## config.mk

```make
export PLATFORM = sky130hd
export DESIGN_NAME = ecrpc_regbank
export DESIGN_NICKNAME = d
export VERILOG_FILES = /design/src/ecrpc_pkg.sv /design/src/ecrpc_regbank.sv
export SDC_FILE = /design/constraint.sdc
export NUM_CORES = 1
export LEC_CHECK = 0
export BUFFER_PORTS_ARGS = -buffer_cell sky130_fd_sc_hd__buf_2
export CAP_MARGIN = 0
export CORE_MARGIN = 2
export CORE_UTILIZATION = 50
export DETAILED_ROUTE_END_ITERATION = 8
export PLACE_DENSITY = 0.79
export SLEW_MARGIN = 20
export SYNTH_ARGS = -nofsm -noshare
export SYNTH_HDL_FRONTEND = slang
export SYNTH_SLANG_ARGS = --single-unit
```

## constraint.sdc

```tcl
create_clock -name clock_in -period 10.6 [get_ports clock_in]
set_input_delay 1.59 -clock clock_in [delete_from_list [all_inputs] [get_ports clock_in]]
set_output_delay 1.59 -clock clock_in [all_outputs]
set_load 0.02 [all_outputs]
```

## src/ecrpc_pkg.sv

```systemverilog
/*
 * Constants for the glass control, recovery and PWM gating register bank:
 * serial frame layout, register addresses, field positions and timing.
 * Assumes a 200 MHz system clock and a serial master on slow pins.
 */
package ecrpc_pkg;

   // ==========================================================
   // Clock and timing
   localparam int CLK_PERIOD_NS    = 5;
   localparam int REC_SLOW_HZ      = 1700;
   localparam int REC_FAST_HZ      = 3000;
   localparam int REC_SLOW_NS      = 1000000000 / REC_SLOW_HZ;
   localparam int REC_FAST_NS      = 1000000000 / REC_FAST_HZ;
   localparam int REC_SLOW_CYC     = REC_SLOW_NS / CLK_PERIOD_NS;
   localparam int REC_FAST_CYC     = REC_FAST_NS / CLK_PERIOD_NS;
   localparam int REC_CNT_W        = 20;

   // ==========================================================
   // Serial frame: 2 op bits, 6 address bits, 16 data bits
   localparam int FRAME_BITS       = 24;
   localparam int HDR_BITS         = 8;
   localparam int BITCNT_W         = 5;
   localparam logic [1:0] OP_WRITE = 2'h0;
   localparam logic [1:0] OP_READ  = 2'h1;

   // ==========================================================
   // Register addresses
   localparam logic [5:0] ADDR_CTRL1  = 6'h01;
   localparam logic [5:0] ADDR_CTRL2  = 6'h02;
   localparam logic [5:0] ADDR_STATUS = 6'h10;
   localparam logic [15:0] CTRL_RESET = 16'h0000;

   // ==========================================================
   // First control word fields
   localparam int C1_REF_MSB       = 7;
   localparam int C1_REF_LSB       = 2;
   localparam int C1_GLASS_EN      = 1;
   localparam int C1_RSVD          = 0;
   localparam int C1_HS_J_ON       = 10;
   localparam int C1_DISCHARGE     = 8;

   // ==========================================================
   // Second control word fields
   localparam int C2_REC_EN_TOP    = 15;
   localparam int C2_GLASS_REC_EN  = 9;
   localparam int C2_RSVD          = 8;
   localparam int C2_PWM_EN_TOP    = 7;
   localparam int C2_GLASS_PWM_EN  = 1;
   localparam int C2_FULL_SCALE    = 0;
   localparam int PWM_B_BRIDGE     = 4;

   // ==========================================================
   // Channels: six half bridges then the glass output
   localparam int NUM_BRIDGES      = 6;
   localparam int NUM_CH           = 7;
   localparam int GLASS_CH         = 6;
   localparam int REF_W            = 6;

   // ==========================================================
   // Glass target voltage in millivolts
   localparam logic [11:0] FS_HIGH_MV = 12'd1500;
   localparam logic [11:0] FS_LOW_MV  = 12'd1200;
   localparam logic [17:0] REF_STEPS  = 18'd63;
   localparam int MV_W                = 12;

endpackage

```

## src/ecrpc_regbank.sv

```systemverilog
/*
 * Register bank for glass voltage control, over-current auto recovery
 * and PWM gating of the half bridges and high-side outputs.
 * Assumes a serial master on sck/cs_n/mosi pins asynchronous to clock_in,
 * and upstream logic providing the other on/off and configuration bits.
 */
// How it works
// RULE1 - Bits 7:2 of word one are glass code
// RULE2 - All-zero code commands zero volts target
// RULE3 - Discharge bit turns on glass low switch
// RULE4 - Glass enable activates regulation and gate drive
// RULE5 - Glass enable forces highside_j on always
// RULE6 - Master writes zero into reserved bits
// RULE7 - Over-current sets flag, switches output off
// RULE8 - Recovery enable reactivates output after delay
// RULE9 - Late event may still give one recovery
// RULE10 - Glass mode ignores glass recovery enable
// RULE11 - PWM enable gates output by PWM input
// RULE12 - Bridge e, h, j use input b
// RULE13 - Full-scale bit selects 1.5 or 1.2 V
// RULE14 - On bit set switches driver on
// RULE15 - Both bridge bits set: neither conducts
// RULE16 - Recovery rate 1.7 kHz or 3 kHz
// RULE17 - New words applied only after clean frame
// RULE18 - Glass disabled: gate off, j normal
module ecrpc_regbank
   import ecrpc_pkg::*;
#(
   parameter int REC_SLOW_CYCLES = REC_SLOW_CYC,
   parameter int REC_FAST_CYCLES = REC_FAST_CYC
) (
   // Clock and reset
   input  wire logic                  clock_in,
   input  wire logic                  sys_rst_in,
   // Serial port pins
   input  wire logic                  spi_sck_in,
   input  wire logic                  spi_cs_n_in,
   input  wire logic                  spi_mosi_in,
   output logic                       spi_miso_out,
   output logic                       spi_miso_oe_out,
   // On/off and config bits held elsewhere
   input  wire logic [NUM_BRIDGES-1:0] bridge_hs_on_in,
   input  wire logic [NUM_BRIDGES-1:0] bridge_ls_on_in,
   input  wire logic                  highside_h_on_in,
   input  wire logic                  highside_h_pwm_en_in,
   input  wire logic                  highside_j_pwm_en_in,
   input  wire logic                  recovery_fast_in,
   // PWM and over-current inputs
   input  wire logic                  pwm_input_a_in,
   input  wire logic                  pwm_input_b_in,
   input  wire logic [NUM_CH-1:0]     overcurrent_in,
   input  wire logic [NUM_CH-1:0]     oc_status_clear_in,
   // Driver controls
   output logic [NUM_BRIDGES-1:0]     bridge_hs_gate_out,
   output logic [NUM_BRIDGES-1:0]     bridge_ls_gate_out,
   output logic                       highside_h_gate_out,
   output logic                       highside_j_gate_out,
   output logic                       glass_discharge_switch_on_out,
   // Glass regulation
   output logic                       ext_fet_gate_drive_out,
   output logic                       glass_control_enable_out,
   output logic [REF_W-1:0]           glass_ref_code_out,
   output logic                       glass_full_scale_select_out,
   output logic [MV_W-1:0]            glass_target_mv_out,
   // Status
   output logic [NUM_CH-1:0]          oc_status_out
);

   // ==========================================================
   // Pin synchronisers
   logic [2:0] sck_sync_q;
   logic [1:0] cs_sync_q;
   logic [1:0] mosi_sync_q;
   logic [NUM_CH-1:0] oc_meta_q;
   logic [NUM_CH-1:0] oc_sync_q;
   logic cs_n_prev_q;

   always_ff @(posedge clock_in) begin
      if (sys_rst_in) begin
         sck_sync_q  <= 3'h0;
         cs_sync_q   <= 2'h3;
         mosi_sync_q <= 2'h0;
         oc_meta_q   <= '0;
         oc_sync_q   <= '0;
         cs_n_prev_q <= 1'b1;
      end else begin
         sck_sync_q  <= {sck_sync_q[1:0], spi_sck_in};
         cs_sync_q   <= {cs_sync_q[0], spi_cs_n_in};
         mosi_sync_q <= {mosi_sync_q[0], spi_mosi_in};
         oc_meta_q   <= overcurrent_in;
         oc_sync_q   <= oc_meta_q;
         cs_n_prev_q <= cs_sync_q[1];
      end
   end

   logic cs_n;
   logic sck_rise;
   logic sck_fall;
   logic frame_start;
   logic frame_end;
   assign cs_n        = cs_sync_q[1];
   assign sck_rise    = sck_sync_q[1] & ~sck_sync_q[2];
   assign sck_fall    = ~sck_sync_q[1] & sck_sync_q[2];
   assign frame_start = cs_n_prev_q & ~cs_n;
   assign frame_end   = ~cs_n_prev_q & cs_n;

   // ==========================================================
   // Serial shift engine
   logic [FRAME_BITS-1:0] rx_q;
   logic [BITCNT_W-1:0]   bitcnt_q;
   logic                  overrun_q;
   logic [15:0]           tx_q;
   logic [15:0]           ctrl1_q;
   logic [15:0]           ctrl2_q;
   logic [15:0]           rd_data;
   logic [NUM_CH-1:0]     oc_flag_q;

   always_comb begin
      case (rx_q[REF_W-1:0])
         ADDR_CTRL1:  rd_data = ctrl1_q;
         ADDR_CTRL2:  rd_data = ctrl2_q;
         ADDR_STATUS: rd_data = {{(16-NUM_CH){1'b0}}, oc_flag_q};
         default:     rd_data = 16'h0000;
      endcase
   end

   always_ff @(posedge clock_in) begin
      if (sys_rst_in) begin
         rx_q      <= '0;
         bitcnt_q  <= '0;
         overrun_q <= 1'b0;
      end else if (frame_start) begin
         bitcnt_q  <= '0;
         overrun_q <= 1'b0;
      end else if (~cs_n && sck_rise) begin
         rx_q <= {rx_q[FRAME_BITS-2:0], mosi_sync_q[1]};
         if (bitcnt_q == BITCNT_W'(FRAME_BITS))
            overrun_q <= 1'b1;
         else
            bitcnt_q <= bitcnt_q + 1'b1;
      end
   end

   // Reply data loaded once the header is in, shifted on falling edges
   always_ff @(posedge clock_in) begin
      if (sys_rst_in) begin
         tx_q <= 16'h0000;
      end else if (frame_start) begin
         tx_q <= 16'h0000;
      end else if (~cs_n && sck_rise
                   && bitcnt_q == BITCNT_W'(HDR_BITS - 1)) begin
         tx_q <= '0;
      end else if (~cs_n && sck_fall
                   && bitcnt_q == BITCNT_W'(HDR_BITS)) begin
         tx_q <= {rd_data[14:0], 1'b0};
      end else if (~cs_n && sck_fall) begin
         tx_q <= {tx_q[14:0], 1'b0};
      end
   end

   logic miso_q;
   always_ff @(posedge clock_in) begin
      if (sys_rst_in)
         miso_q <= 1'b0;
      else if (~cs_n && sck_fall && bitcnt_q == BITCNT_W'(HDR_BITS))
         miso_q <= rd_data[15];
      else if (~cs_n && sck_fall)
         miso_q <= tx_q[15];
   end
   assign spi_miso_out    = miso_q;
   assign spi_miso_oe_out = ~cs_n;

   // ==========================================================
   // Control words: committed only on a complete, exact frame
   logic commit;
   assign commit = frame_end && ~overrun_q                      // RULE17
                   && bitcnt_q == BITCNT_W'(FRAME_BITS)
                   && rx_q[FRAME_BITS-1 -: 2] == OP_WRITE;

   always_ff @(posedge clock_in) begin
      if (sys_rst_in) begin
         ctrl1_q <= CTRL_RESET;
         ctrl2_q <= CTRL_RESET;
      end else if (commit) begin
         // Reserved bits kept at zero whatever the master sends
         if (rx_q[FRAME_BITS-3 -: REF_W] == ADDR_CTRL1)
            ctrl1_q <= rx_q[15:0] & ~(16'h0001 << C1_RSVD);     // RULE6
         if (rx_q[FRAME_BITS-3 -: REF_W] == ADDR_CTRL2)
            ctrl2_q <= rx_q[15:0] & ~(16'h0001 << C2_RSVD);     // RULE6
      end
   end

   // ==========================================================
   // Glass regulation
   logic glass_en;
   logic [REF_W-1:0] ref_code;
   logic [17:0] target_full;
   assign glass_en = ctrl1_q[C1_GLASS_EN];
   assign ref_code = ctrl1_q[C1_REF_MSB:C1_REF_LSB];            // RULE1
   // Same step size in both ranges; low range just clips the top
   assign target_full = (18'(ref_code) * 18'(FS_HIGH_MV))
                        / REF_STEPS;                            // RULE2

   always_ff @(posedge clock_in) begin
      if (sys_rst_in) begin
         ext_fet_gate_drive_out      <= 1'b0;
         glass_control_enable_out    <= 1'b0;
         glass_ref_code_out          <= '0;
         glass_full_scale_select_out <= 1'b0;
         glass_target_mv_out         <= '0;
      end else begin
         ext_fet_gate_drive_out      <= glass_en;               // RULE4 RULE18
         glass_control_enable_out    <= glass_en;               // RULE4
         glass_ref_code_out          <= ref_code;               // RULE1
         glass_full_scale_select_out <= ctrl2_q[C2_FULL_SCALE]; // RULE13
         if (~ctrl2_q[C2_FULL_SCALE]
             && target_full > 18'(FS_LOW_MV))
            glass_target_mv_out <= FS_LOW_MV;                   // RULE13
         else
            glass_target_mv_out <= target_full[MV_W-1:0];       // RULE2
      end
   end

   // ==========================================================
   // Recovery timebase
   logic [REC_CNT_W-1:0] rec_cnt_q;
   logic [REC_CNT_W-1:0] rec_period;
   logic rec_tick;
   logic rec_late;
   assign rec_period = recovery_fast_in                          // RULE16
                       ? REC_CNT_W'(REC_FAST_CYCLES)
                       : REC_CNT_W'(REC_SLOW_CYCLES);
   assign rec_tick   = rec_cnt_q >= rec_period - 1'b1;
   // Second half of the period: too late to cancel the pending retry
   assign rec_late   = rec_cnt_q >= (rec_period >> 1);

   always_ff @(posedge clock_in) begin
      if (sys_rst_in || rec_tick)
         rec_cnt_q <= '0;
      else
         rec_cnt_q <= rec_cnt_q + 1'b1;
   end

   // ==========================================================
   // Per-channel over-current, recovery and PWM gating
   logic [NUM_CH-1:0] ch_cmd;
   logic [NUM_CH-1:0] ch_on;
   logic [NUM_CH-1:0] off_q;
   logic [NUM_CH-1:0] late_q;

   generate
      for (genvar i = 0; i < NUM_CH; i++) begin : g_ch
         logic rec_en;
         logic pwm_en;
         logic pwm_sel;
         if (i == GLASS_CH) begin : g_glass
            assign ch_cmd[i] = ctrl1_q[C1_DISCHARGE];           // RULE3
            assign rec_en  = ctrl2_q[C2_GLASS_REC_EN]
                             & ~glass_en;                       // RULE10
            assign pwm_en  = ctrl2_q[C2_GLASS_PWM_EN];
            assign pwm_sel = pwm_input_a_in;
         end else begin : g_bridge
            assign ch_cmd[i] = bridge_hs_on_in[i]
                               ^ bridge_ls_on_in[i];            // RULE15
            assign rec_en  = ctrl2_q[C2_REC_EN_TOP - i];        // RULE8
            assign pwm_en  = ctrl2_q[C2_PWM_EN_TOP - i];
            assign pwm_sel = (i == PWM_B_BRIDGE)
                             ? pwm_input_b_in
                             : pwm_input_a_in;                  // RULE12
         end

         always_ff @(posedge clock_in) begin
            if (sys_rst_in) begin
               off_q[i]  <= 1'b0;
               late_q[i] <= 1'b0;
            end else if (oc_sync_q[i] && ch_cmd[i] && ~off_q[i]) begin
               off_q[i]  <= 1'b1;                               // RULE7
               late_q[i] <= rec_late;                           // RULE9
            end else if (~ch_cmd[i]) begin
               off_q[i]  <= 1'b0;
               late_q[i] <= 1'b0;
            end else if (rec_tick && off_q[i]) begin
               off_q[i]  <= ~(rec_en | late_q[i]);              // RULE8 RULE9
               late_q[i] <= 1'b0;
            end
         end

         // Sticky flag: a new event beats a clear in the same cycle
         always_ff @(posedge clock_in) begin
            if (sys_rst_in)
               oc_flag_q[i] <= 1'b0;
            else if (oc_sync_q[i] && ch_cmd[i])
               oc_flag_q[i] <= 1'b1;                            // RULE7
            else if (oc_status_clear_in[i])
               oc_flag_q[i] <= 1'b0;
         end

         assign ch_on[i] = ch_cmd[i] & ~off_q[i]                // RULE14
                           & (~pwm_en | pwm_sel);               // RULE11
      end
   endgenerate

   assign oc_status_out = oc_flag_q;

   // ==========================================================
   // Output stage registers
   always_ff @(posedge clock_in) begin
      if (sys_rst_in) begin
         bridge_hs_gate_out            <= '0;
         bridge_ls_gate_out            <= '0;
         glass_discharge_switch_on_out <= 1'b0;
         highside_h_gate_out           <= 1'b0;
         highside_j_gate_out           <= 1'b0;
      end else begin
         bridge_hs_gate_out <= ch_on[NUM_BRIDGES-1:0]
                               & bridge_hs_on_in;               // RULE15
         bridge_ls_gate_out <= ch_on[NUM_BRIDGES-1:0]
                               & bridge_ls_on_in;               // RULE15
         glass_discharge_switch_on_out <= ch_on[GLASS_CH];      // RULE3
         highside_h_gate_out <= highside_h_on_in
                                & (~highside_h_pwm_en_in
                                   | pwm_input_b_in);           // RULE12
         // Glass mode overrides both the on bit and PWM gating
         highside_j_gate_out <= glass_en                        // RULE5
                                | (ctrl1_q[C1_HS_J_ON]
                                   & (~highside_j_pwm_en_in
                                      | pwm_input_b_in));       // RULE18
      end
   end

endmodule

```

==> flow_summary_export.csv, run 1 <==
group,metric,value,unit
status,status,"completed",
clock_tree,htreeDepth,4,
routing,drt-pass1-iter-count,5,
hold_path,min-delay-start,"cs_sync_q[0]",
placement,placed_cells,1552,
placement,pre_cts_slack,0.685,ns
setup_path,r2r-start,"ctrl1_q[2]",
setup_path,path_max_fanout,9,
timing,period_needed,9.97,ns
grt,grt-ovfl-total,0,
power,powerDensity,114,nW/um2
floorplan,die_h,149,um
clock_tree,clkSinkCount,174,
yosys,synthCells,1243,
timing,final.setup.worst_slack,0.635,ns
routing,ant_nets,0,
setup_path,critPathMaxStageDelay,0.55,ns
layout,fin_area,11800,um2
setup_path,cp_slowest_cell,"fa_1",
layout,final_util,57.8,%
routing,met3_length,1.57,mm
setup_path,crit_path_start,"ctrl1_q[2]",
setup_path,worstSetupPathType,"flip-flop to flip-flop",
timing,tightest_slew,1.01,ns
setup_path,cp-start-kind,"flip-flop",
timing,relSlewSlack,32.7,%
hold_path,worstHoldPathType,"flip-flop to flip-flop",
floorplan,die_area,22100,um2
yosys,synth_area,10500,um2
layout,nets,1407,
routing,vias,9428,
clock_tree,cts_buffers,17,
clock_tree,clk_pin_slew,0.06,ns
floorplan,rows,52,
yosys,synth_flop_cell,"dfxtp_1",
layout,fillers,1789,
job,drv_cap,0,
routing,viasPerCell,5.95,
routing,drcViolationCount,0,
routing,routed_wl,26.8,mm
grt,grt_max_degree,63,
power,finalPower,1.35,mW
grt,antenna_found_initial,0,
routing,routedLengthMet1,12.0,mm
routing,initialDrtViolationCount,786,
routing,routedWlPerCell,16.9,um
clock_tree,clk_path_buf_depth,2,
yosys,seq_area_frac_synth,33.2,%
clock_tree,cts_tree,"done",
layout,diodes,0,
layout,fin_cells,1585,
layout,area.growth.synth_to_final,12.6,%
grt,grt_pass1_wl,42.4,mm
routing,wl_met2,12.6,mm
setup_path,cp.required,10.96,ns
power,cellLeakagePower,4.72,nW
timing,skew,0.00650,ns
grt,grt_pass1_vias,8587,
timing,drv_slew,0,
timing,whs,0.416,ns
yosys,syn_area_per_cell,8.43,um2
timing,rsz0062_at_grt,"no",
placement,port_buffers,81,
yosys,ys_types,112,
yosys,ys_warn_count,0,
clock_tree,clk_latency,0.43,ns
timing,max_freq,0.100,GHz
placement,place_area,11100,um2
floorplan,io_pins,82,
yosys,ys_ff_latch,174,
setup_path,crit_top_cell,"inv_1",
floorplan,start_util,51.3,%
floorplan,die_w,149,um
timing,finalSetupTns,0,ns
timing,setup_viol,0,
clock_tree,cts-root-buf,"clkbuf_16",
floorplan,core,20400,um2
placement,globalplace.congestion,0.940,
routing,highest_layer,"met4",
timing,hold_viol_final,0,
power,ir_drop,0.000126,V
placement,dp_hpwl,19.4,mm
timing,fin_crit_sh,94.0,%
yosys,synthArstFlopShare,0,%
setup_path,arrival,10.33,ns
setup_path,endpoint_kind,"flip-flop",
yosys,synth_edf_count,0,
layout,drive_above_1_share,14.2,%
grt,grt.total_usage,23.6,%
layer usage:
layer	vias up	GRT usage, %
met5	-	0
met4	0	8.14
met3	58	3.67
met2	337	38.4
met1	4458	32.2
li1	4575	-
cell families after synthesis:
logic type	share of synthesized area [%]
adders and majority gates	8.96
xor gates and xnor gates	5.17
buffers and inverters	4.12
other	0.0358
DFF	33.2
muxes	1.06
and+or+nand+nor	25.0
AOI/OAI and AO/OA	22.4
cells in the final DEF, fill, tap and decap left out, drive strengths merged, types with 28 or more instances in the layout:
master and count:
nor2b 32, inv 54, buf 92, nand2 156
o21ai 40, nor3 30, dfxtp 174, nor2 109
a21oi 126, nand3 28, xnor2 29, ha 51
flip-flops by register name, summed over array words and instances (netlist names), 2 cells and up:
signal and cells:
sck_sync_q 3, glass_target_mv_out 12, oc_status_out 7, glass_ref_code_out 6, oc_sync_q 7, ctrl1_q 15, rec_cnt_q 20, mosi_sync_q 2
bridge_hs_gate_out 6, late_q 7, tx_q 15, bitcnt_q 5, cs_sync_q 2, off_q 7, bridge_ls_gate_out 6, rx_q 24
ctrl2_q 15, oc_meta_q 7
power by group:
group	internal (mW)	total (mW)	switching [mW]	leakage, nW
combinational	0.0199	0.0516	0.0316	3.02
clock	0.382	0.629	0.247	0.295
sequential	0.662	0.667	0.00469	1.41
total	1.06	1.35	0.283	4.72
worst max-delay path: cells and delay by family, from the launching register on:
kind | cells | cell delay (ns)
DFF | 1 | 0.46
buffers and inverters | 4 | 0.34
and+or+nand+nor | 11 | 3.21
AOI/OAI and AO/OA | 13 | 3.40
adders and majority gates | 5 | 2.15
muxes | 1 | 0.33
synthesized netlist by cell type, types with 15 or more instances:
cell / number / share of area (%)
nand2_1: 155 / 5.6
nor3_1: 27 / 1.3
and3_1: 16 / 0.96
dfxtp_1: 174 / 33
nand2b_1: 24 / 1.4
xnor2_1: 28 / 2.3
clkbuf_1: 34 / 1.2
nand3_1: 28 / 1.3
a21oi_1: 123 / 5.9
inv_1: 54 / 1.9
fa_1: 15 / 2.9
nor2_1: 107 / 3.8
o21ai_0: 31 / 1.5
o211ai_1: 15 / 1.1
nor2b_1: 32 / 1.9
xor2_1: 20 / 1.7
a21o_1: 22 / 1.6
ha_1: 51 / 6.1
worst paths after layout:
kind                                  to  slack (ns)  cells after the start
setup / recovery  glass_target_mv_out[0]        0.63                     34
hold / removal              cs_sync_q[1]        0.42                      1
setup reg to reg  glass_target_mv_out[0]        0.63                     34
hold reg to reg             cs_sync_q[1]        0.42                      1
repair_timing:
action | in CTS | in global routing
hold buffers | 0 | 0
endpoints found under the setup margin | 0 | 8
gates resized for setup | 0 | 15
buffers inserted | 0 | 3
area by class of cell:
type	count	area, um2	area share, %
clock buffers	25	515	4.37
multi-input cells	965	6690	56.7
inverters	54	203	1.72
clock inverters	5	78.8	0.668
well taps	270	338	2.86
repair buffers	92	490	4.16
flip-flops and latches	174	3480	29.5
Note: power is estimated with default switching activity, not from simulation.
==> inputs of run 2 (changes only) <==
--- a/config.mk
+++ b/config.mk
@@ -6,7 +6,8 @@
 export NUM_CORES = 1
 export LEC_CHECK = 0
 export BUFFER_PORTS_ARGS = -buffer_cell sky130_fd_sc_hd__buf_2
-export CAP_MARGIN = 0
+export CAP_MARGIN = 10
+export CORE_ASPECT_RATIO = 0.9
 export CORE_MARGIN = 2
 export CORE_UTILIZATION = 50
 export DETAILED_ROUTE_END_ITERATION = 8
==> run 2 against run 1 <==
Fmax is 0.54% lower. Sequential share of layout area is 0.13 points higher. Critical path depth stayed put. Design area is 0.42% lower. Clock-buffer cell count is 7 lower. Register-to-register slack worse by 0.05 ns. Critical endpoint unchanged. Largest cell class unchanged.
==> flow_summary_export.csv, run 2 (same netlist as run 1, synthesis figures left out) <==
group,metric,value,unit
status,status,"completed",
routing,drt-pass1-iter-count,6,
setup_path,r2r-start,"ctrl1_q[3]",
placement,port_buffers,81,
layout,fin_cells,1603,
setup_path,crit_top_cell,"inv_1",
job,drv_cap,0,
timing,setup_viol,0,
routing,viasPerCell,5.89,
clock_tree,htreeDepth,4,
routing,ant_nets,0,
floorplan,io_pins,82,
grt,grt.total_usage,23.8,%
floorplan,start_util,50.6,%
grt,grt_pass1_vias,8582,
power,powerDensity,114,nW/um2
grt,antenna_found_initial,0,
setup_path,worstSetupPathType,"flip-flop to flip-flop",
floorplan,rows,50,
placement,placed_cells,1570,
setup_path,ff2ff_setup_slack,0.58,ns
placement,globalplace.congestion,0.981,
power,cellLeakagePower,4.72,nW
hold_path,min-delay-start,"cs_sync_q[0]",
grt,grt_pass1_wl,42.8,mm
floorplan,die_h,141,um
timing,finalSetupTns,0,ns
timing,hold_viol_final,0,
floorplan,die_area,22100,um2
clock_tree,clk_pin_slew,0.08,ns
setup_path,critPathCapture,"glass_target_mv_out[0]",
timing,fin_crit_sh,94.5,%
setup_path,arrival,10.38,ns
grt,grt-ovfl-total,0,
timing,rsz0062_at_grt,"no",
layout,final_cell_mix,"dfxtp_1 (174), nand2_1 (154), a21oi_1 (122), nor2_1 (107), buf_2 (80)",
layout,layout_commonest_cell,"dfxtp_1",
setup_path,path_max_fanout,10,
timing,whs,0.426,ns
power,ir_drop,0.000114,V
layout,diodes,0,
setup_path,crit_path_start,"ctrl1_q[3]",
clock_tree,cts_tree,"done",
routing,drcViolationCount,0,
setup_path,cp.required,10.96,ns
timing,drv_slew,0,
setup_path,endpoint_kind,"flip-flop",
placement,dp_hpwl,19.6,mm
timing,tightest_slew,0.883,ns
layout,area.growth.synth_to_final,12.1,%
floorplan,die_w,157,um
setup_path,critPathMaxStageDelay,0.54,ns
clock_tree,clk_latency,0.43,ns
layout,fin_area,11800,um2
clock_tree,cts-root-buf,"clkbuf_16",
layout,drive_above_1_share,14.4,%
layout,fillers,1818,
floorplan,core,20700,um2
layout,largest_register_ffs,24,
clock_tree,cts_buffers,17,
setup_path,r2r_end,"glass_target_mv_out[0]",
routing,routed_wl,26.6,mm
layout,nets,1407,
clock_tree,clkSinkCount,174,
routing,vias,9443,
layout,top_register,"rx_q",
setup_path,cp_slowest_cell,"or3b_1",
grt,grt_max_degree,62,
timing,skew,0.0101,ns
placement,place_area,11100,um2
routing,initialDrtViolationCount,765,
layout,final_util,56.7,%
layout,largestRegisters,"rx_q (24), rec_cnt_q (20)",
timing,relSlewSlack,41.2,%
clock_tree,clk_path_buf_depth,2,
timing,period_needed,10.02,ns
setup_path,r2r_cells,34,
hold_path,worstHoldPathType,"flip-flop to flip-flop",
setup_path,cp-start-kind,"flip-flop",
timing,max_freq,0.0998,GHz
routing,routedWlPerCell,16.6,um
[run 2: changes by cell type in the layout (fill, tap and decap cells not counted), moves of 2 or more]
cell | before | now
nor4b_4 | 2 | 0
bufinv_16 | 2 | 0
clkbuf_1 | 2 | 0
inv_8 | 0 | 4
o21ai_1 | 8 | 6
inv_6 | 0 | 6
clkbuf_8 | 6 | 1
[run 2: repair_timing]
item / CTS / global route
setup buffers: 0 / 1
hold buffers: 0 / 0
gates resized for setup: 0 / 10
setup endpoints to repair: 0 / 8
[run 2: how the worst min path moves through the flow]
| stage | end | cells after the start |
|---|---|---|
| floorplan | cs_sync_q[1] | 1 |
| global placement | cs_sync_q[1] | 1 |
| detailed placement | cs_sync_q[1] | 1 |
| CTS | cs_sync_q[1] | 1 |
| global route | oc_sync_q[0] | 1 |
| finish | cs_sync_q[1] | 1 |
[run 2: cell type report]
class | count | area (um2) | area share, %
inverters | 54 | 203 | 1.73
clock inverters | 14 | 136 | 1.16
multi-input cells | 965 | 6640 | 56.5
flip-flops and latches | 174 | 3480 | 29.6
clock buffers | 18 | 439 | 3.74
repair buffers | 92 | 490 | 4.17
well taps | 286 | 358 | 3.05
[run 2: per-stage QoR]
step                setup WS, ns  power (mW)
finish                     0.580        1.34
global route             0.00417        1.37
CTS                        0.502        1.34
detailed placement         0.585       0.733
global placement           0.826       0.732
floorplan                   1.69       0.712
[run 2: worst max-delay path: cells and delay by family (launching register included)]
family,cells,cell delay [ns]
buf+inv,4,0.33
fa+ha+maj,5,2.11
xor+xnor,2,0.70
compound gates,11,2.85
simple gates,9,2.49
flops,1,0.52
mux,3,0.91
[run 2: metal layers]
layer	vias to the layer above	wire length [um]	global-route usage [%]
li1	4566	-	-
met1	4497	12000	33.4
met2	331	12300	37.3
met3	49	1730	3.70
met4	0	675	8.26
met5	-	0	0
[run 2: report_power, final]
group	internal [mW]	leakage, nW	switching [mW]
combinational	0.0199	3.03	0.0321
clock	0.320	0.287	0.297
sequential	0.662	1.41	0.00458
